<file path="config.mk">
export PLATFORM = sky130hd
export DESIGN_NAME = pndt_transfer
export DESIGN_NICKNAME = d
export VERILOG_FILES = /design/src/pndt_pkg.sv /design/src/pndt_pair_if.sv /design/src/pndt_pair_out.sv /design/src/pndt_transfer.sv
export SDC_FILE = /design/constraint.sdc
export NUM_CORES = 1
export LEC_CHECK = 0
export BUFFER_PORTS_ARGS = -buffer_cell sky130_fd_sc_hd__buf_2
export CAP_MARGIN = 30
export CORE_MARGIN = 3
export CORE_UTILIZATION = 38
export DETAILED_ROUTE_END_ITERATION = 8
export PLACE_DENSITY = 0.6
export SETUP_SLACK_MARGIN = 0.05
export SYNTH_ARGS = -nofsm -noshare
export SYNTH_HDL_FRONTEND = slang
export SYNTH_HIERARCHICAL = 1
export SYNTH_SLANG_ARGS = --single-unit
</file>
<file path="constraint.sdc">
create_clock -name core_clk -period 3.5 [get_ports core_clk]
set_clock_uncertainty 0.15 [all_clocks]
set_input_delay 0.35 -clock core_clk [delete_from_list [all_inputs] [get_ports core_clk]]
set_output_delay 0.35 -clock core_clk [all_outputs]
set_load 0.005 [all_outputs]
</file>
<file path="src/pndt_pkg.sv">
// Purpose: shared constants for the pattern next-data transfer block
// Assumes: 16-bit register port, byte-wide registers in low bits
// Notes:   offsets are register addresses on the plain port
package pndt_pkg;
  localparam logic [15:0] OFF_NEXT_HIGH      = 16'hffa4;
  localparam logic [15:0] OFF_NEXT_LOW       = 16'hffa5;
  localparam logic [15:0] OFF_NEXT_GRP2_ALT  = 16'hffa6;
  localparam logic [15:0] OFF_NEXT_GRP0_ALT  = 16'hffa7;
  localparam logic [15:0] OFF_HIGH_EN        = 16'hffa2;
  localparam logic [15:0] OFF_LOW_EN         = 16'hffa3;
  localparam logic [15:0] OFF_TRIG_SEL       = 16'hffa1;
  localparam logic [15:0] OFF_LOW_DIR        = 16'hffd1;
  localparam logic [15:0] OFF_LOW_OUT        = 16'hffd3;
  localparam logic [15:0] OFF_HIGH_DIR       = 16'hffd4;
  localparam logic [15:0] OFF_HIGH_OUT       = 16'hffd6;
  localparam logic [7:0]  RST_BYTE_ZERO      = 8'h00;
  localparam logic [7:0]  RST_TRIG_SEL       = 8'hff;
  localparam logic [7:0]  READ_ONES          = 8'hff;
  localparam int          GRP_UPPER_LSB      = 4;
  localparam int          TRIG_FIELD_W       = 2;
endpackage : pndt_pkg

</file>
<file path="src/pndt_pair_if.sv">
// Purpose: carries one group pair's transfer signals to the pair unit
// Assumes: single clock domain
// Notes:   upper nibble is the odd group, lower the even group
`timescale 1ns/10ps
`default_nettype none
interface pndt_pair_if;
  logic [7:0] nextData;
  logic [7:0] enableBits;
  logic [1:0] groupFire;
  logic [7:0] cpuWrData;
  logic [7:0] cpuWrMask;
  logic       cpuWrite;
  logic [7:0] outData;
  modport unit (input nextData, enableBits, groupFire, cpuWrData, cpuWrMask, cpuWrite,
                output outData);
  modport ctrl (output nextData, enableBits, groupFire, cpuWrData, cpuWrMask, cpuWrite,
                input outData);
endinterface : pndt_pair_if
`default_nettype wire

</file>
<file path="src/pndt_pair_out.sv">
// Purpose: one port output data register fed by a pair of 4-bit groups
// Assumes: fire strobes already decoded per group
// Notes:   enabled bits are read-only to the cpu
`timescale 1ns/10ps
`default_nettype none
module pndt_pair_out
  import pndt_pkg::*;
(
  input wire logic  core_clk,
  input wire logic  rst,
  pndt_pair_if.unit pair
);
  logic [7:0] outData_r;
  logic [7:0] outData_nxt;
  logic [7:0] fireMask;
  logic [7:0] cpuMask;

  // per-bit copy mask: group fire and bit enable
  assign fireMask = {{4{pair.groupFire[1]}}, {4{pair.groupFire[0]}}} & pair.enableBits;
  // cpu may touch only bits not enabled for pattern output
  assign cpuMask  = pair.cpuWrite ? (pair.cpuWrMask & ~pair.enableBits) : 8'h00;
  assign outData_nxt = (outData_r & ~(fireMask | cpuMask))
                     | (pair.nextData & fireMask)
                     | (pair.cpuWrData & cpuMask);

  // output data register
  always_ff @(posedge core_clk or posedge rst) begin
    if (rst) begin
      outData_r <= RST_BYTE_ZERO;
    end else begin
      outData_r <= outData_nxt;
    end
  end

  assign pair.outData = outData_r;
endmodule : pndt_pair_out
`default_nettype wire

</file>
<file path="src/pndt_transfer.sv">
// Purpose: buffered next-data transfer of a 16-bit timing pattern output
// Assumes: compare-match strobes are one-cycle pulses on core_clk
// Notes:   hardware standby is a reset-like input
//          the standby pin is filtered, so its clear lands a few cycles late
//          output data registers survive hardware standby, only rst clears them
//          a cpu write to an enabled output bit is dropped
//          a buffer write in a match cycle: the port takes the old buffer
//          a trigger select write remaps buffer addresses from the next cycle
//          direction registers are write-only and read back as ones
//          unmapped reads return ones, unmapped writes are dropped
//
// The address-and-strobe port is this design's own decision.
`timescale 1ns/10ps
`default_nettype none
module pndt_transfer
  import pndt_pkg::*;
#(
  parameter int NUM_CHANNELS = 4
)
(
  input  wire logic                    core_clk,
  input  wire logic                    rst,
  input  wire logic                    hwStandby,
  input  wire logic [15:0]             regAddr,
  input  wire logic [7:0]              regWrData,
  input  wire logic                    regWrite,
  input  wire logic                    regRead,
  output logic      [7:0]              regRdData,
  input  wire logic [NUM_CHANNELS-1:0] compareMatch,
  output logic      [15:0]             patternOut,
  output logic      [15:0]             patternDirection
);
  ////////////////////////////////////////////////////////////////////////////
  // registers
  logic [7:0] nextLow_r;
  logic [7:0] nextHigh_r;
  logic [7:0] lowEnable_r;
  logic [7:0] highEnable_r;
  logic [7:0] trigSel_r;
  logic [7:0] lowDir_r;
  logic [7:0] highDir_r;
  logic [7:0] rdData_r;
  logic [7:0] rdData_nxt;
  logic       clearAll;

  ////////////////////////////////////////////////////////////////////////////
  // hardware standby pin synchroniser
  // the pin is not timed to core_clk; three stages keep metastability away
  // from the clear, and a level counts only once stages two and three agree
  logic standbyMeta_r;
  logic standbySync_r;
  logic standbyLate_r;
  logic standbyOn_r;
  logic standbyAgree;

  // three-stage capture of the pin
  always_ff @(posedge core_clk or posedge rst) begin
    if (rst) begin
      standbyMeta_r <= 1'h0;
      standbySync_r <= 1'h0;
      standbyLate_r <= 1'h0;
    end else begin
      standbyMeta_r <= hwStandby;
      standbySync_r <= standbyMeta_r;
      standbyLate_r <= standbySync_r;
    end
  end

  // stages two and three agree: the level is settled
  assign standbyAgree = standbySync_r == standbyLate_r;

  // filtered standby level
  always_ff @(posedge core_clk or posedge rst) begin
    if (rst) begin
      standbyOn_r <= 1'h0;
    end else if (standbyAgree) begin
      standbyOn_r <= standbySync_r;
    end
  end

  // hardware standby clears buffers and control registers like reset
  assign clearAll = standbyOn_r;

  ////////////////////////////////////////////////////////////////////////////
  // trigger select and pair sharing
  function automatic logic fireOf(input logic [1:0] sel,
                                  input logic [NUM_CHANNELS-1:0] cm);
    fireOf = cm[sel];
  endfunction : fireOf

  logic       lowShared;
  logic       highShared;
  logic [3:0] groupFire;
  logic [1:0] trigGrp0;
  logic [1:0] trigGrp1;
  logic [1:0] trigGrp2;
  logic [1:0] trigGrp3;

  // per-group trigger fields, odd group in the upper field of each pair
  assign trigGrp0 = trigSel_r[1:0];
  assign trigGrp1 = trigSel_r[3:2];
  assign trigGrp2 = trigSel_r[5:4];
  assign trigGrp3 = trigSel_r[7:6];

  // equal fields mean one shared trigger
  assign lowShared  = trigGrp0 == trigGrp1;
  assign highShared = trigGrp2 == trigGrp3;

  // per-group match strobes
  assign groupFire[0] = fireOf(trigGrp0, compareMatch);
  assign groupFire[1] = fireOf(trigGrp1, compareMatch);
  assign groupFire[2] = fireOf(trigGrp2, compareMatch);
  assign groupFire[3] = fireOf(trigGrp3, compareMatch);

  ////////////////////////////////////////////////////////////////////////////
  // address decode
  // one address compare, shared by the write decodes; the read path uses its own case
  function automatic logic hitOf(input logic [15:0] addr,
                                 input logic [15:0] off);
    hitOf = addr == off;
  endfunction : hitOf

  logic hitLowEn;
  logic hitHighEn;
  logic hitTrig;
  logic hitLowDir;
  logic hitHighDir;
  logic hitLowOut;
  logic hitHighOut;
  logic hitNextHigh;
  logic hitNextLow;
  logic hitGrp2Alt;
  logic hitGrp0Alt;
  logic [7:0] lowBufMaskA5;
  logic [7:0] lowBufMaskA7;
  logic [7:0] highBufMaskA4;
  logic [7:0] highBufMaskA6;

  assign hitNextHigh = hitOf(regAddr, OFF_NEXT_HIGH);
  assign hitNextLow  = hitOf(regAddr, OFF_NEXT_LOW);
  assign hitGrp2Alt  = hitOf(regAddr, OFF_NEXT_GRP2_ALT);
  assign hitGrp0Alt  = hitOf(regAddr, OFF_NEXT_GRP0_ALT);
  assign hitLowEn    = hitOf(regAddr, OFF_LOW_EN);
  assign hitHighEn   = hitOf(regAddr, OFF_HIGH_EN);
  assign hitTrig     = hitOf(regAddr, OFF_TRIG_SEL);
  assign hitLowDir   = hitOf(regAddr, OFF_LOW_DIR);
  assign hitHighDir  = hitOf(regAddr, OFF_HIGH_DIR);
  assign hitLowOut   = hitOf(regAddr, OFF_LOW_OUT);
  assign hitHighOut  = hitOf(regAddr, OFF_HIGH_OUT);

  // which buffer bits each address reaches
  assign lowBufMaskA5  = lowShared  ? 8'hff : 8'hf0;
  assign lowBufMaskA7  = lowShared  ? 8'h00 : 8'h0f;
  assign highBufMaskA4 = highShared ? 8'hff : 8'hf0;
  assign highBufMaskA6 = highShared ? 8'h00 : 8'h0f;

  ////////////////////////////////////////////////////////////////////////////
  // next-data buffers
  // keep old bits outside the mask, take write data inside it
  function automatic logic [7:0] mergeBits(input logic [7:0] oldBits,
                                           input logic [7:0] newBits,
                                           input logic [7:0] mask);
    mergeBits = (oldBits & ~mask) | (newBits & mask);
  endfunction : mergeBits

  logic [7:0] lowWrMask;
  logic [7:0] highWrMask;
  logic [7:0] lowWrA5;
  logic [7:0] lowWrA7;
  logic [7:0] highWrA4;
  logic [7:0] highWrA6;

  // writable bits per address; reserved nibbles never reach a buffer
  assign lowWrA5    = (regWrite && hitNextLow)  ? lowBufMaskA5  : 8'h00;
  assign lowWrA7    = (regWrite && hitGrp0Alt)  ? lowBufMaskA7  : 8'h00;
  assign highWrA4   = (regWrite && hitNextHigh) ? highBufMaskA4 : 8'h00;
  assign highWrA6   = (regWrite && hitGrp2Alt)  ? highBufMaskA6 : 8'h00;
  assign lowWrMask  = lowWrA5 | lowWrA7;
  assign highWrMask = highWrA4 | highWrA6;

  // low buffer, cleared by reset or hardware standby
  always_ff @(posedge core_clk or posedge rst) begin
    if (rst) begin
      nextLow_r <= RST_BYTE_ZERO;
    end else if (clearAll) begin
      nextLow_r <= RST_BYTE_ZERO;
    end else begin
      nextLow_r <= mergeBits(nextLow_r, regWrData, lowWrMask);
    end
  end

  // high buffer, cleared by reset or hardware standby
  always_ff @(posedge core_clk or posedge rst) begin
    if (rst) begin
      nextHigh_r <= RST_BYTE_ZERO;
    end else if (clearAll) begin
      nextHigh_r <= RST_BYTE_ZERO;
    end else begin
      nextHigh_r <= mergeBits(nextHigh_r, regWrData, highWrMask);
    end
  end

  ////////////////////////////////////////////////////////////////////////////
  // enables, trigger select, directions
  logic wrLowEn;
  logic wrHighEn;
  logic wrTrig;
  logic wrLowDir;
  logic wrHighDir;

  assign wrLowEn   = regWrite && hitLowEn;
  assign wrHighEn  = regWrite && hitHighEn;
  assign wrTrig    = regWrite && hitTrig;
  assign wrLowDir  = regWrite && hitLowDir;
  assign wrHighDir = regWrite && hitHighDir;

  // control registers, cleared by reset or hardware standby
  always_ff @(posedge core_clk or posedge rst) begin
    if (rst) begin
      lowEnable_r  <= RST_BYTE_ZERO;
      highEnable_r <= RST_BYTE_ZERO;
      trigSel_r    <= RST_TRIG_SEL;
      lowDir_r     <= RST_BYTE_ZERO;
      highDir_r    <= RST_BYTE_ZERO;
    end else if (clearAll) begin
      lowEnable_r  <= RST_BYTE_ZERO;
      highEnable_r <= RST_BYTE_ZERO;
      trigSel_r    <= RST_TRIG_SEL;
      lowDir_r     <= RST_BYTE_ZERO;
      highDir_r    <= RST_BYTE_ZERO;
    end else begin
      if (wrLowEn) lowEnable_r <= regWrData;
      if (wrHighEn) highEnable_r <= regWrData;
      if (wrTrig) trigSel_r <= regWrData;
      if (wrLowDir) lowDir_r <= regWrData;
      if (wrHighDir) highDir_r <= regWrData;
    end
  end

  ////////////////////////////////////////////////////////////////////////////
  // port output data pairs
  pndt_pair_if lowPair ();
  pndt_pair_if highPair ();

  assign lowPair.nextData    = nextLow_r;
  assign lowPair.enableBits  = lowEnable_r;
  assign lowPair.groupFire   = groupFire[1:0];
  assign lowPair.cpuWrData   = regWrData;
  assign lowPair.cpuWrMask   = hitLowOut ? 8'hff : 8'h00;
  assign lowPair.cpuWrite    = regWrite;
  assign highPair.nextData   = nextHigh_r;
  assign highPair.enableBits = highEnable_r;
  assign highPair.groupFire  = groupFire[3:2];
  assign highPair.cpuWrData  = regWrData;
  assign highPair.cpuWrMask  = hitHighOut ? 8'hff : 8'h00;
  assign highPair.cpuWrite   = regWrite;

  pndt_pair_out lowUnit (
    .core_clk (core_clk),
    .rst      (rst),
    .pair     (lowPair)
  );

  pndt_pair_out highUnit (
    .core_clk (core_clk),
    .rst      (rst),
    .pair     (highPair)
  );

  // pin values and directions; software sets direction for pattern pins
  assign patternOut       = {highPair.outData, lowPair.outData};
  assign patternDirection = {highDir_r, lowDir_r};

  ////////////////////////////////////////////////////////////////////////////
  // read path: unused nibbles read as ones, write-only reads ones
  logic [7:0] rdNextLow;
  logic [7:0] rdGrp0Alt;
  logic [7:0] rdNextHigh;
  logic [7:0] rdGrp2Alt;

  // reserved bits forced to ones by the inverse of each address mask
  assign rdNextLow  = (nextLow_r & lowBufMaskA5) | ~lowBufMaskA5;
  assign rdGrp0Alt  = (nextLow_r & lowBufMaskA7) | ~lowBufMaskA7;
  assign rdNextHigh = (nextHigh_r & highBufMaskA4) | ~highBufMaskA4;
  assign rdGrp2Alt  = (nextHigh_r & highBufMaskA6) | ~highBufMaskA6;

  // read selection by address
  always_comb begin
    rdData_nxt = READ_ONES;
    case (regAddr)
      OFF_NEXT_LOW:      rdData_nxt = rdNextLow;
      OFF_NEXT_GRP0_ALT: rdData_nxt = rdGrp0Alt;
      OFF_NEXT_HIGH:     rdData_nxt = rdNextHigh;
      OFF_NEXT_GRP2_ALT: rdData_nxt = rdGrp2Alt;
      OFF_LOW_EN:        rdData_nxt = lowEnable_r;
      OFF_HIGH_EN:       rdData_nxt = highEnable_r;
      OFF_TRIG_SEL:      rdData_nxt = trigSel_r;
      OFF_LOW_OUT:       rdData_nxt = lowPair.outData;
      OFF_HIGH_OUT:      rdData_nxt = highPair.outData;
      default:           rdData_nxt = READ_ONES;
    endcase
  end

  // read data one cycle after the strobe
  always_ff @(posedge core_clk or posedge rst) begin
    if (rst) begin
      rdData_r <= RST_BYTE_ZERO;
    end else begin
      rdData_r <= regRead ? rdData_nxt : RST_BYTE_ZERO;
    end
  end

  assign regRdData = rdData_r;
endmodule : pndt_transfer
`default_nettype wire

</file>
==> results of run 1 <==
-- timing repair --
action,CTS,global route
hold buffers,2,0
endpoints found under the hold margin,17,0
setup buffers,0,0
-- kinds of logic after synthesis --
family | Yosys count
mux | 62
buf+inv | 34
simple gates | 149
flops | 84
compound gates | 117
xor+xnor | 6
fa+ha+maj | 1
-- power by group through the flow --
stage,registers [mW],logic (mW),clock network [mW]
2_1_floorplan,1.00,0.0983,0
3_3_place_gp,1.00,0.161,0
3_5_place_dp,1.00,0.163,0
4_1_cts,0.987,0.166,1.13
5_1_grt,0.988,0.181,1.17
6_report,0.987,0.166,1.12
-- metal layers --
metal  share of wire, %  global-route usage, %
met1                 45                  30.51
met2                 45                  31.05
met3                8.1                  4.229
met4                1.3                  7.033
met5                  0                      0
-- cell type report --
type | instances | area [um^2] | share of cell area [%]
multi-input combinational | 335 | 2436 | 43.66
clock inverter | 5 | 107.6 | 1.929
tap | 168 | 210.2 | 3.768
clock buffer | 11 | 242.7 | 4.351
sequential | 84 | 2112 | 37.86
inverter | 6 | 22.52 | 0.4037
timing repair buffer | 83 | 447.9 | 8.029
-- through the flow --
step / cells / total power [mW] / setup slack, ps / cell area, um^2
floorplan: 453 / 1.098 / 1302 / 4756
global placement: 674 / 1.165 / 967.8 / 5209
detailed placement: 674 / 1.168 / 896.5 / 5209
CTS: 692 / 2.286 / 1250 / 5579
global route: 692 / 2.339 / 1019 / 5579
finish: 692 / 2.269 / 1210 / 5579
-- registers in the layout (all words and copies together), names as in the netlist --
name	cells
lowUnit/pair.outData	8
trigSel_r	8
lowDir_r	8
highEnable_r	8
standbyLate_r	1
clearAll	1
regRdData	8
highUnit/pair.outData	8
standbySync_r	1
highPair.nextData	8
lowPair.nextData	8
lowEnable_r	8
highDir_r	8
standbyMeta_r	1
-- synth_stat cells, types with 7 or more instances --
master and count:
sky130_fd_sc_hd__dfrtp_1 76, sky130_fd_sc_hd__mux2i_1 57, sky130_fd_sc_hd__nor2_1 50, sky130_fd_sc_hd__a21oi_1 32
sky130_fd_sc_hd__nand2_1 29, sky130_fd_sc_hd__a311oi_1 16, sky130_fd_sc_hd__nand3_1 14, sky130_fd_sc_hd__a21boi_0 12
sky130_fd_sc_hd__a22oi_1 12, sky130_fd_sc_hd__clkbuf_1 12, sky130_fd_sc_hd__dfstp_2 8, sky130_fd_sc_hd__nand3b_1 8
sky130_fd_sc_hd__and3_1 7, sky130_fd_sc_hd__buf_6 7
-- worst max path at each step --
stage,to,slack [ps],cells past startpoint
after floorplan,clearAll$_DFFE_PP0N_,1300,1
after global placement,highUnit/pair.outData[7]$_DFF_PP0_,970,7
after detailed placement,highUnit/pair.outData[7]$_DFF_PP0_,900,7
after CTS,highUnit/pair.outData[7]$_DFF_PP0_,1250,7
after global routing,highUnit/pair.outData[2]$_DFF_PP0_,1020,7
final,highUnit/pair.outData[7]$_DFF_PP0_,1210,7
-- worst max-delay path, cell delays in order --
cell and delay [ps]:
sky130_fd_sc_hd__buf_2 130, sky130_fd_sc_hd__nand4b_1 200, sky130_fd_sc_hd__nor3_1 440, sky130_fd_sc_hd__and3_1 660, sky130_fd_sc_hd__a21boi_0 220, sky130_fd_sc_hd__a311oi_1 290
sky130_fd_sc_hd__a21oi_1 60
==> flow_summary.rst, run 1 <==
.. list-table::
   :header-rows: 1

   * - Metric
     - Value
   * - Total global routing overflow
     - 0
   * - Detailed Route WL
     - 14180 um
   * - Setup crit start
     - regAddr[5]
   * - Antenna fix cells
     - 0
   * - Worst endpoint data arrival time
     - 2360 ps
   * - Die Ht
     - around 120 um
   * - Port-buffer cells
     - between 70 and 80
   * - Final GP Congestion
     - 0.8952
   * - Cell-internal power
     - 1.751 mW
   * - Fmax achieved
     - around 440 MHz
   * - Pins over their slew limit
     - 0
   * - Final sum of negative setup slack
     - 0 ps
   * - TritonCTS Buffers
     - 9
   * - Adder-Cell Fraction of Synth Area
     - 0.2105%
   * - Wire length of the first global-routing pass
     - 23030 um
   * - Routed wire length per instance
     - between 20 and 25 um
   * - Worst flop-to-flop path endpoint
     - regRdData[1]$_DFF_PP0_
   * - Kind of critical path
     - in2reg
   * - TritonCTS clock tree
     - yes
   * - Number of fill cells in the layout
     - roughly 1200
   * - DRT iter0 DRCs
     - about 350
   * - Largest driver fanout on the critical path
     - 17
   * - Final hold violation count
     - 0
   * - Standard cell core area
     - 12110 um^2
   * - Switching power share of the total
     - about 23%
   * - Sequential cell fraction of total power
     - roughly 44%
   * - Worst Hold Path Cells
     - 2
   * - Overall die width
     - around 120 um
   * - Number of rows in the core area
     - 40
   * - Power Dens Cells
     - 406.7 nW/um^2
   * - Peak VDD IR
     - roughly 0.35 mV
   * - Maximum clock insertion buffer count
     - 2
   * - Highest-count cells in the layout ignoring fill and taps
     - 76 x sky130_fd_sc_hd__dfrtp_1, 72 x sky130_fd_sc_hd__buf_2, 57 x sky130_fd_sc_hd__mux2i_1
   * - Reg-to-reg startpoint
     - trigSel_r[5]$_DFFE_PP1P_
   * - Number of standard cells after synthesis
     - 453
   * - Net switching power figure
     - 517.8 uW
   * - Comb pwr share
     - 7.3%
   * - Via count of the first global-routing pass
     - 3938
   * - Antenna violations before repair
     - 0
   * - Total Nets Final
     - between 500 and 600
   * - Tightest Hold Check Type
     - in2reg
   * - Post-Syn Nets
     - 486
   * - Static leakage
     - 2.602 nW
   * - Mean cell area of the mapped netlist
     - 10.50 um^2
   * - Most common library cell in the layout ignoring fill and taps
     - sky130_fd_sc_hd__dfrtp_1
   * - Worst min-delay path startpoint
     - regRead
   * - Worst relative slew slack
     - 47.55%
   * - Half-perimeter wire length of the detailed placement result
     - 10280 um
   * - Max-cap violations
     - 0
   * - Sequential area share after synthesis
     - 44.41%
   * - Dominant combinational cell family by area after synthesis
     - compound AO/OA/AOI/OAI gates
   * - DRC viols
     - 0
   * - Worst Tran Pin Value
     - 785.1 ps
   * - Synth Flop Type
     - sky130_fd_sc_hd__dfrtp_1
   * - Number of synthesized register bits
     - 84
   * - Clock network power share
     - 49.2%
   * - Total vias in the final route
     - 4019
   * - Number of nets with antenna violations after detailed routing
     - 0
   * - Area grow syn2layout
     - 17.31%
   * - Overall die area
     - between 10000 and 15000 um^2
   * - Later-pin clock latency in the skew report
     - 340 ps
   * - Type of origin of the critical path
     - input pin
   * - Outcome
     - finished, final reports clean
   * - Final period util
     - 65.43%
   * - EDFF count, synth
     - 0
   * - Share of synthesized area spent on multiplexers
     - approximately 14%
   * - Cell chosen for the clock root
     - sky130_fd_sc_hd__clkbuf_16
   * - Setup repair after global routing missed its margin
     - no
   * - Effective utilization at floorplan
     - roughly two fifths
   * - Sink of the worst hold path
     - regRdData[1]$_DFF_PP0_
   * - Ys Warns
     - 6
   * - Simple-gate share of the synthesized area
     - 17.71%
   * - Post-Synthesis Cell Area
     - 4756 um^2
   * - Length of the first detailed-routing pass in iterations
     - 5
   * - Final critical path time including I/O delays and setup
     - around 2300 ps
   * - Post-synthesis compound-gate area fraction
     - between 10% and 20%
   * - H-Tree Depth
     - 3
   * - Resize count post-CTS
     - 0
   * - Synth top area cells
     - sky130_fd_sc_hd__dfrtp_1 40%, sky130_fd_sc_hd__mux2i_1 12%, sky130_fd_sc_hd__dfstp_2 4.4%
   * - Endpoint kind of the worst setup timing path
     - register
   * - Parity-gate share of the synthesized area counting xor and xnor cells
     - 1.105%
   * - Tightest hold margin
     - approximately 120 ps
   * - Total I/O pin count
     - 73
   * - Worst-case register-to-register setup slack
     - 1400 ps
   * - Fraction of synthesis flops using an asynchronous set or reset pin
     - 100.0%
   * - Worst-path clk slew
     - ~60 ps
   * - Area leader, netlist
     - sky130_fd_sc_hd__dfrtp_1
   * - Count of unique library cells instantiated by Yosys
     - 72
   * - Layout cell share with drive strength beyond 1
     - 24.81%
   * - Setup violation total in the final timing report
     - 0
   * - Largest net degree at the start of global routing
     - 41
   * - Worst EP required
     - 3570 ps
   * - Number of cells on the worst reg-to-reg path
     - 5
   * - Utilization after layout
     - 46.06%
   * - Combined global-route utilization of all metal layers
     - between 20% and 30%
   * - TritonCTS Sinks
     - 84
   * - Routed vias/inst
     - 5.808
   * - Share of the synthesized area in the top cell type
     - 39.99%
Note: power is estimated with default switching activity, not from simulation.
==> inputs of run 2 (changes only) <==
Clock period 3.5 ns to 2.15 ns, I/O delays scaled along.
==> run 2 against run 1 <==
Compared with the run above:
- sequential cell count unchanged
- via count grew 2.2%
- power is 50% higher
- first-iteration DRC count shrank 9.2%
- critical endpoint is now regRdData[2]$_DFF_PP0_
- largest power group is now registers
==> flow_summary.rst, run 2 (synthesis gave the netlist of run 1 again) <==
.. list-table::
   :header-rows: 1

   * - Metric
     - Value
   * - Via count of the first global-routing pass
     - 3973 (+0.89%)
   * - Number of rows in the core area
     - 40 (unchanged)
   * - Total area of sequential cells
     - 2112 um^2 (unchanged)
   * - Comb pwr share
     - 8.6% (+1.3 points)
   * - Number of fill cells in the layout
     - 1179 (+0.86%)
   * - Max-cap violations
     - 0 (unchanged)
   * - Area of combinational cells with multiple inputs
     - 2479 um^2 (+1.7%)
   * - Highest-count cells in the layout ignoring fill and taps
     - 76 x sky130_fd_sc_hd__dfrtp_1, 72 x sky130_fd_sc_hd__buf_2, 57 x sky130_fd_sc_hd__mux2i_1
   * - DRC viols
     - 0 (unchanged)
   * - Final hold violation count
     - 0 (unchanged)
   * - Peak VDD IR
     - 0.5346 mV (+54%)
   * - Cell family contributing the most delay on the critical path
     - compound AO/OA/AOI/OAI gates
   * - Sequential cell fraction of total power
     - 47.2% (+3.7 points)
   * - Clock network power share
     - 44.2% (-5.0 points)
   * - Switching power share of the total
     - 26.34% (+3.5 points)
   * - Outcome
     - finished, final reports clean
   * - Wire length of the first global-routing pass
     - 22570 um (-2.0%)
   * - Detailed Route WL
     - 14000 um (-1.3%)
   * - Die Ht
     - 117.9 um (unchanged)
   * - Half-perimeter wire length of the detailed placement result
     - 10470 um (+1.9%)
   * - Worst EP required
     - 2190 ps (-1380 ps)
   * - Setup repair after global routing missed its margin
     - no
   * - Maximum clock insertion buffer count
     - 2 (unchanged)
   * - Total global routing overflow
     - 0 (unchanged)
   * - Endpoint kind of the worst setup timing path
     - register
   * - Total vias in the final route
     - 4109 (+2.2%)
   * - Standard cell core area
     - 12110 um^2 (unchanged)
   * - Antenna fix cells
     - 0 (unchanged)
   * - Worst-path clk slew
     - 70 ps (about the same)
   * - DRT iter0 DRCs
     - 314 (-9.2%)
   * - H-Tree Depth
     - 3 (unchanged)
   * - Worst Tran Pin Value
     - 726.2 ps (-58.90 ps)
   * - Cell chosen for the clock root
     - sky130_fd_sc_hd__clkbuf_16
   * - TritonCTS clock tree
     - yes
   * - Cells along the critical path
     - buf_4, xnor2_2, nand3_1, a21o_1, a221oi_1, a41oi_1
   * - Worst endpoint data arrival time
     - 2040 ps (-320 ps)
   * - Power Dens Cells
     - 582.9 nW/um^2 (+43%)
   * - Final sum of negative setup slack
     - 0 ps (unchanged)
   * - Later-pin clock latency in the skew report
     - 340 ps (about the same)
   * - Pins over their slew limit
     - 0 (unchanged)
   * - Net switching power figure
     - 897.6 uW (+73%)
   * - Tightest Hold Check Type
     - in2reg
   * - Place WS
     - 44.51 ps (-852.0 ps)
   * - Area grow syn2layout
     - 22.94%
   * - Final GP Congestion
     - 0.9375 (+4.7%)
   * - Port-buffer cells
     - 72 (unchanged)
   * - Setup slack after layout
     - 143.6 ps (-1066 ps)
   * - Total I/O pin count
     - 73 (unchanged)
   * - Type of origin of the critical path
     - register
   * - Largest net degree at the start of global routing
     - 30 (-27%)
   * - Cell with the biggest individual delay on the critical path
     - sky130_fd_sc_hd__dfstp_2
   * - Fmax achieved
     - 498.4 MHz
   * - Cell-internal power
     - 2.511 mW (+43%)
   * - Kind of critical path
     - reg2reg
   * - Cell depth of the worst setup path
     - 6 (-1)
   * - Worst-case register-to-register setup slack
     - 140 ps (-1260 ps)
   * - Final critical path time including I/O delays and setup
     - 2006 ps
   * - Largest incremental delay on the critical path
     - 570 ps (-90 ps)
   * - Total Nets Final
     - 580 (+5.1%)
   * - Number of nets with antenna violations after detailed routing
     - 0 (unchanged)
   * - Most common library cell in the layout ignoring fill and taps
     - sky130_fd_sc_hd__dfrtp_1
   * - Number of cells on the worst reg-to-reg path
     - 6 (+1)
   * - Combined global-route utilization of all metal layers
     - 20.31% (-0.61 points)
   * - Setup violation total in the final timing report
     - 0 (unchanged)
   * - Routed wire length per instance
     - 19.44 um (-5.1%)
   * - Routed vias/inst
     - 5.707 (-1.7%)
   * - Final period util
     - 93.32%
   * - Static leakage
     - 2.745 nW (+5.5%)
   * - Largest driver fanout on the critical path
     - 4 (-13)
   * - Worst Hold Path Cells
     - 2 (unchanged)
   * - TritonCTS Buffers
     - 9 (unchanged)
   * - Number of buffer and inverter instances along the worst setup path
     - 1 (unchanged)
   * - Overall die width
     - 117.9 um (unchanged)
   * - Overall die area
     - 13890 um^2 (unchanged)
   * - Antenna violations before repair
     - 0 (unchanged)
   * - Length of the first detailed-routing pass in iterations
     - 5 (unchanged)
   * - Worst relative slew slack
     - 51.59% (+4.0 points)
   * - Effective utilization at floorplan
     - 39.27% (unchanged)
   * - Layout cell share with drive strength beyond 1
     - 29.89% (+5.1 points)
   * - TritonCTS Sinks
     - 84 (unchanged)
## run 2: cell count changes in the layout (fill, tap and decap cells not counted), moves of 3 or more
cell and delta:
sky130_fd_sc_hd__bufinv_16 -3, sky130_fd_sc_hd__buf_4 +22, sky130_fd_sc_hd__buf_12 +6, sky130_fd_sc_hd__xor2_1 -4, sky130_fd_sc_hd__xor2_2 +4
## run 2: metal layers
layer / vias up / part of all wire, % / GRT usage, %
met5: - / 0 / 0
met4: 0 / 1.5 / 4.689
met3: 22 / 6.4 / 4.565
met2: 168 / 46 / 31.26
met1: 2030 / 46 / 29.25
li1: 1889 / - / -
## run 2: worst paths after layout
path,from,end
worst min register to register,standbyMeta_r$_DFF_PP0_,standbySync_r$_DFF_PP0_
max in group asynchronous,rst,lowEnable_r[4]$_DFFE_PP0P_
worst min-delay path,regRead,regRdData[0]$_DFF_PP0_
worst max-delay path,trigSel_r[1]$_DFFE_PP1P_,regRdData[2]$_DFF_PP0_
min in group asynchronous,rst,lowUnit/pair.outData[5]$_DFF_PP0_
worst max register to register,trigSel_r[1]$_DFFE_PP1P_,regRdData[2]$_DFF_PP0_
## run 2: cell type report
| cell class | instances | share of cell area [%] |
|---|---|---|
| clock buffers | 9 | 3.852 |
| clock inverters | 7 | 1.113 |
| inverters | 6 | 0.3852 |
| multi-input cells | 335 | 42.39 |
| flip-flops and latches | 84 | 36.12 |
| well taps | 168 | 3.595 |
| repair buffers | 111 | 12.54 |
## run 2: worst reg2reg max path, delay by kind of cell, from the launching register on
| family | cells | cell delay [ps] |
|---|---|---|
| compound gates | 3 | 680 |
| flops | 1 | 570 |
| xor+xnor | 1 | 140 |
| buf+inv | 1 | 150 |
| simple gates | 1 | 140 |
## run 2: through the flow
| step | std cells | power [mW] | cell area [um^2] | util, % | hold slack, ps |
|---|---|---|---|---|---|
| floorplan | 453 | 1.788 | 4756 | - | -119.3 |
| global placement | 698 | 1.924 | 5464 | 45.11 | 86.12 |
| detailed placement | 698 | 1.928 | 5464 | 45.11 | 89.70 |
| CTS | 716 | 3.436 | 5774 | 47.68 | 4.692 |
| global route | 720 | 3.546 | 5847 | 48.27 | 21.54 |
| finish | 720 | 3.408 | 5847 | 48.27 | 15.01 |
## run 2: timing repair
action | CTS | global route
buffers inserted | 0 | 4
hold buffers | 2 | 0
endpoints found under the setup margin | 0 | 3
resized for setup | 0 | 6
endpoints found under the hold margin | 36 | 0
## run 2: power groups by stage
stage	Combinational [mW]	Sequential (mW)	Clock, mW
finish	0.294	1.61	1.51
global route	0.321	1.61	1.62
CTS	0.294	1.61	1.53
detailed placement	0.291	1.64	0
global placement	0.287	1.64	0
floorplan	0.160	1.63	0
==> inputs of run 3 (changes only) <==
Settings changed: CORE_MARGIN 3 to 2.
Clock period 2.15 ns to 1.93 ns, I/O delays scaled along.
==> run 3 against run 2 <==
Compared with the run above:
- core utilization rose by 1.8 points
- the flow now finishes with violations (negative setup slack)
- worst hold slack improved by 20 ps
- non-clock buffer count up 18
- largest cell class unchanged
- cell count is 2.5% higher
- sequential cell count unchanged
- cell area grew 3.7%
- clock power rose by 21%
- sequential power up 11%
- sequential share of layout area shrank 1.3 points
- first-iteration DRC count increased by 4.8%
- largest power group is now clock
- critical path type unchanged
==> flow_summary.rst, run 3 (synthesis gave the netlist of run 1 again) <==
.. list-table::
   :header-rows: 1

   * - Metric
     - Value
   * - TritonCTS Buffers
     - 9 (unchanged)
   * - Outcome
     - finished with violations
   * - Number of rows in the core area
     - 40 (unchanged)
   * - Number of buffer and inverter instances along the worst setup path
     - 0 (-1)
   * - Total I/O pin count
     - 73 (unchanged)
   * - Post-place instance area
     - 5598 um^2 (+2.5%)
   * - Setup violation total in the final timing report
     - 1 (+1)
   * - Number of placed cells counting well taps
     - 714 (+2.3%)
   * - Most common library cell in the layout ignoring fill and taps
     - sky130_fd_sc_hd__dfrtp_1
   * - Antenna violations before repair
     - 0 (unchanged)
   * - Power Dens Cells
     - 655.5 nW/um^2 (+12%)
   * - Maximum clock insertion buffer count
     - 2 (unchanged)
   * - Total global routing overflow
     - 0 (unchanged)
   * - Post-layout instance count excluding filler cells
     - 738 (+2.5%)
   * - Peak VDD IR
     - 0.4521 mV (-15%)
   * - Total vias in the final route
     - 4141 (+0.78%)
   * - Worst Tran Pin Value
     - 581.3 ps (-144.9 ps)
   * - Fmax achieved
     - 507.2 MHz (+1.8%)
   * - Pins over their slew limit
     - 0 (unchanged)
   * - Worst Hold Path Cells
     - 3 (+1)
   * - Routed vias/inst
     - 5.611 (-1.7%)
   * - TritonCTS clock tree
     - yes
   * - Cell with the biggest individual delay on the critical path
     - sky130_fd_sc_hd__dfstp_2
   * - Static leakage
     - 2.858 nW (+4.1%)
   * - Largest net degree at the start of global routing
     - 69 (+130%)
   * - Final hold violation count
     - 0 (unchanged)
   * - Final critical path time including I/O delays and setup
     - 1972 ps (-34.79 ps)
   * - Tightest Hold Check Type
     - in2reg
   * - Number of nets with antenna violations after detailed routing
     - 0 (unchanged)
   * - Net switching power figure
     - 931.5 uW (+3.8%)
   * - Final GP Congestion
     - 0.8947 (-4.6%)
   * - Clock network power share
     - 46.1% (+1.9 points)
   * - Number of cells on the worst reg-to-reg path
     - 5 (-1)
   * - Combined global-route utilization of all metal layers
     - 23.07% (+2.8 points)
   * - Cell chosen for the clock root
     - sky130_fd_sc_hd__clkbuf_16
   * - Sink of the worst hold path
     - trigSel_r[1]$_DFFE_PP1P_
   * - Area of combinational cells with multiple inputs
     - 2502 um^2 (+0.96%)
   * - Later-pin clock latency in the skew report
     - 340 ps (about the same)
   * - Worst EP required
     - 2000 ps (-190 ps)
   * - Via count of the first global-routing pass
     - 4075 (+2.6%)
   * - Length of the first detailed-routing pass in iterations
     - 6 (+1)
   * - Setup slack after layout
     - -41.59 ps (-185.2 ps)
   * - H-Tree Depth
     - 3 (unchanged)
   * - Half-perimeter wire length of the detailed placement result
     - 10490 um (+0.13%)
   * - Switching power share of the total
     - 23.43% (-2.9 points)
   * - Total area of sequential cells
     - 2112 um^2 (unchanged)
   * - Overall die area
     - 13430 um^2 (-3.4%)
   * - Worst-case register-to-register setup slack
     - -40 ps (-190 ps)
   * - Worst relative slew slack
     - 61.25% (+9.7 points)
   * - Overall die width
     - 115.9 um (-1.7%)
   * - Highest-count cells in the layout ignoring fill and taps
     - 76 x sky130_fd_sc_hd__dfrtp_1, 72 x sky130_fd_sc_hd__buf_2, 57 x sky130_fd_sc_hd__mux2i_1
   * - Layout cell share with drive strength beyond 1
     - 33.33% (+3.4 points)
   * - Standard cell core area
     - 12110 um^2 (unchanged)
   * - Sequential cell fraction of total power
     - 44.8% (-2.4 points)
   * - Comb pwr share
     - 9.0% (+0.4 points)
   * - Final period util
     - 102.2% (+8.8 points)
   * - Setup repair after global routing missed its margin
     - yes
   * - Endpoint kind of the worst setup timing path
     - register
   * - Routed wire length per instance
     - 19.70 um (+1.3%)
   * - Kind of critical path
     - reg2reg
   * - Cell family contributing the most delay on the critical path
     - simple AND/OR/NAND/NOR gates
   * - Worst-path clk slew
     - 60 ps (about the same)
   * - Power, Total
     - 3.975 mW (+17%)
   * - Number of fill cells in the layout
     - 1147 (-2.7%)
   * - Cell-internal power
     - 3.043 mW (+21%)
   * - TritonCTS Sinks
     - 84 (unchanged)
   * - Final Cell Area
     - 6063 um^2 (+3.7%)
   * - Final sum of negative setup slack
     - -41.59 ps (-41.59 ps)
   * - Worst endpoint data arrival time
     - 2040 ps (about the same)
   * - Largest incremental delay on the critical path
     - 600 ps (+30 ps)
   * - Worst min-delay path startpoint
     - regWrData[1]
   * - Port-buffer cells
     - 72 (unchanged)
   * - Failing checks
     - negative setup slack
   * - Type of origin of the critical path
     - register
   * - Effective utilization at floorplan
     - 39.27% (unchanged)
   * - Die Ht
     - 115.9 um (-1.7%)
   * - Max-cap violations
     - 0 (unchanged)
   * - DRT iter0 DRCs
     - 329 (+4.8%)
   * - Detailed Route WL
     - 14540 um (+3.9%)
   * - Area grow syn2layout
     - 27.49%
   * - Largest driver fanout on the critical path
     - 4 (unchanged)
   * - Cells along the critical path
     - xor2_2, or4_1, nand3_2, a21oi_2, o41a_1
   * - Wire length of the first global-routing pass
     - 23340 um (+3.4%)
   * - Total Nets Final
     - 598 (+3.1%)
   * - Worst flop-to-flop path endpoint
     - regRdData[0]$_DFF_PP0_
   * - DRC viols
     - 0 (unchanged)
   * - Antenna fix cells
     - 0 (unchanged)
   * - Reg-to-reg startpoint
     - trigSel_r[3]$_DFFE_PP1P_
## run 3: per-layer routing
layer,share of wire (%),vias to the layer above,GRT usage (%),routed length [um]
met4,1.3,0,6.032,187
met5,0,-,0,0
met1,46,2051,33.18,6660
met3,6.4,13,4.812,936
li1,-,1928,-,-
met2,46,149,35.59,6749
## run 3: worst max path at each step
stage	slack [ps]	start	end	cells past startpoint
floorplan	60	trigSel_r[3]$_DFFE_PP1P_	regRdData[0]$_DFF_PP0_	5
global placement	-90	trigSel_r[0]$_DFFE_PP1P_	regRdData[2]$_DFF_PP0_	5
detailed placement	-40	regAddr[6]	lowEnable_r[2]$_DFFE_PP0P_	8
CTS	-20	trigSel_r[3]$_DFFE_PP1P_	regRdData[0]$_DFF_PP0_	5
global route	-90	trigSel_r[3]$_DFFE_PP1P_	regRdData[0]$_DFF_PP0_	5
finish	-40	trigSel_r[3]$_DFFE_PP1P_	regRdData[0]$_DFF_PP0_	5
## run 3: power groups by stage
stage / Sequential, mW / Combinational (mW) / Clock [mW]
3_3_place_gp: 1.81 / 0.348 / 0
5_1_grt: 1.78 / 0.389 / 1.95
6_report: 1.78 / 0.359 / 1.83
3_5_place_dp: 1.81 / 0.353 / 0
4_1_cts: 1.78 / 0.360 / 1.86
2_1_floorplan: 1.81 / 0.179 / 0
## run 3: tightest hold or removal path: stages
cell                       delay, ps
sky130_fd_sc_hd__buf_2           170
sky130_fd_sc_hd__nand2_1          80
sky130_fd_sc_hd__nand3b_1         70
## run 3: what timing repair did
item,in CTS,in global routing
gates cloned,0,0
setup endpoints to repair,4,23
gates resized for setup,8,9
hold endpoints to repair,79,0
setup buffers,2,3
hold buffers,3,0
pin swaps,7,16
## run 3: area by class of cell
| cell class | instances | area share [%] |
|---|---|---|
| Inverter | 6 | 0.4333 |
| Clock inverter | 3 | 0.7016 |
| Tap cell | 168 | 3.467 |
| Sequential cell | 84 | 34.83 |
| Clock buffer | 13 | 4.622 |
| Multi-Input combinational cell | 335 | 41.27 |
| Timing Repair Buffer | 129 | 14.67 |
## run 3: metrics by stage
step	setup WS, ps	util [%]	hold slack [ps]
finish	-41.59	50.06	35.20
global route	-86.20	50.06	33.04
CTS	-16.10	49.57	24.31
detailed placement	-40.73	46.22	91.64
global placement	-94.27	46.22	78.81
floorplan	59.75	-	-141.3
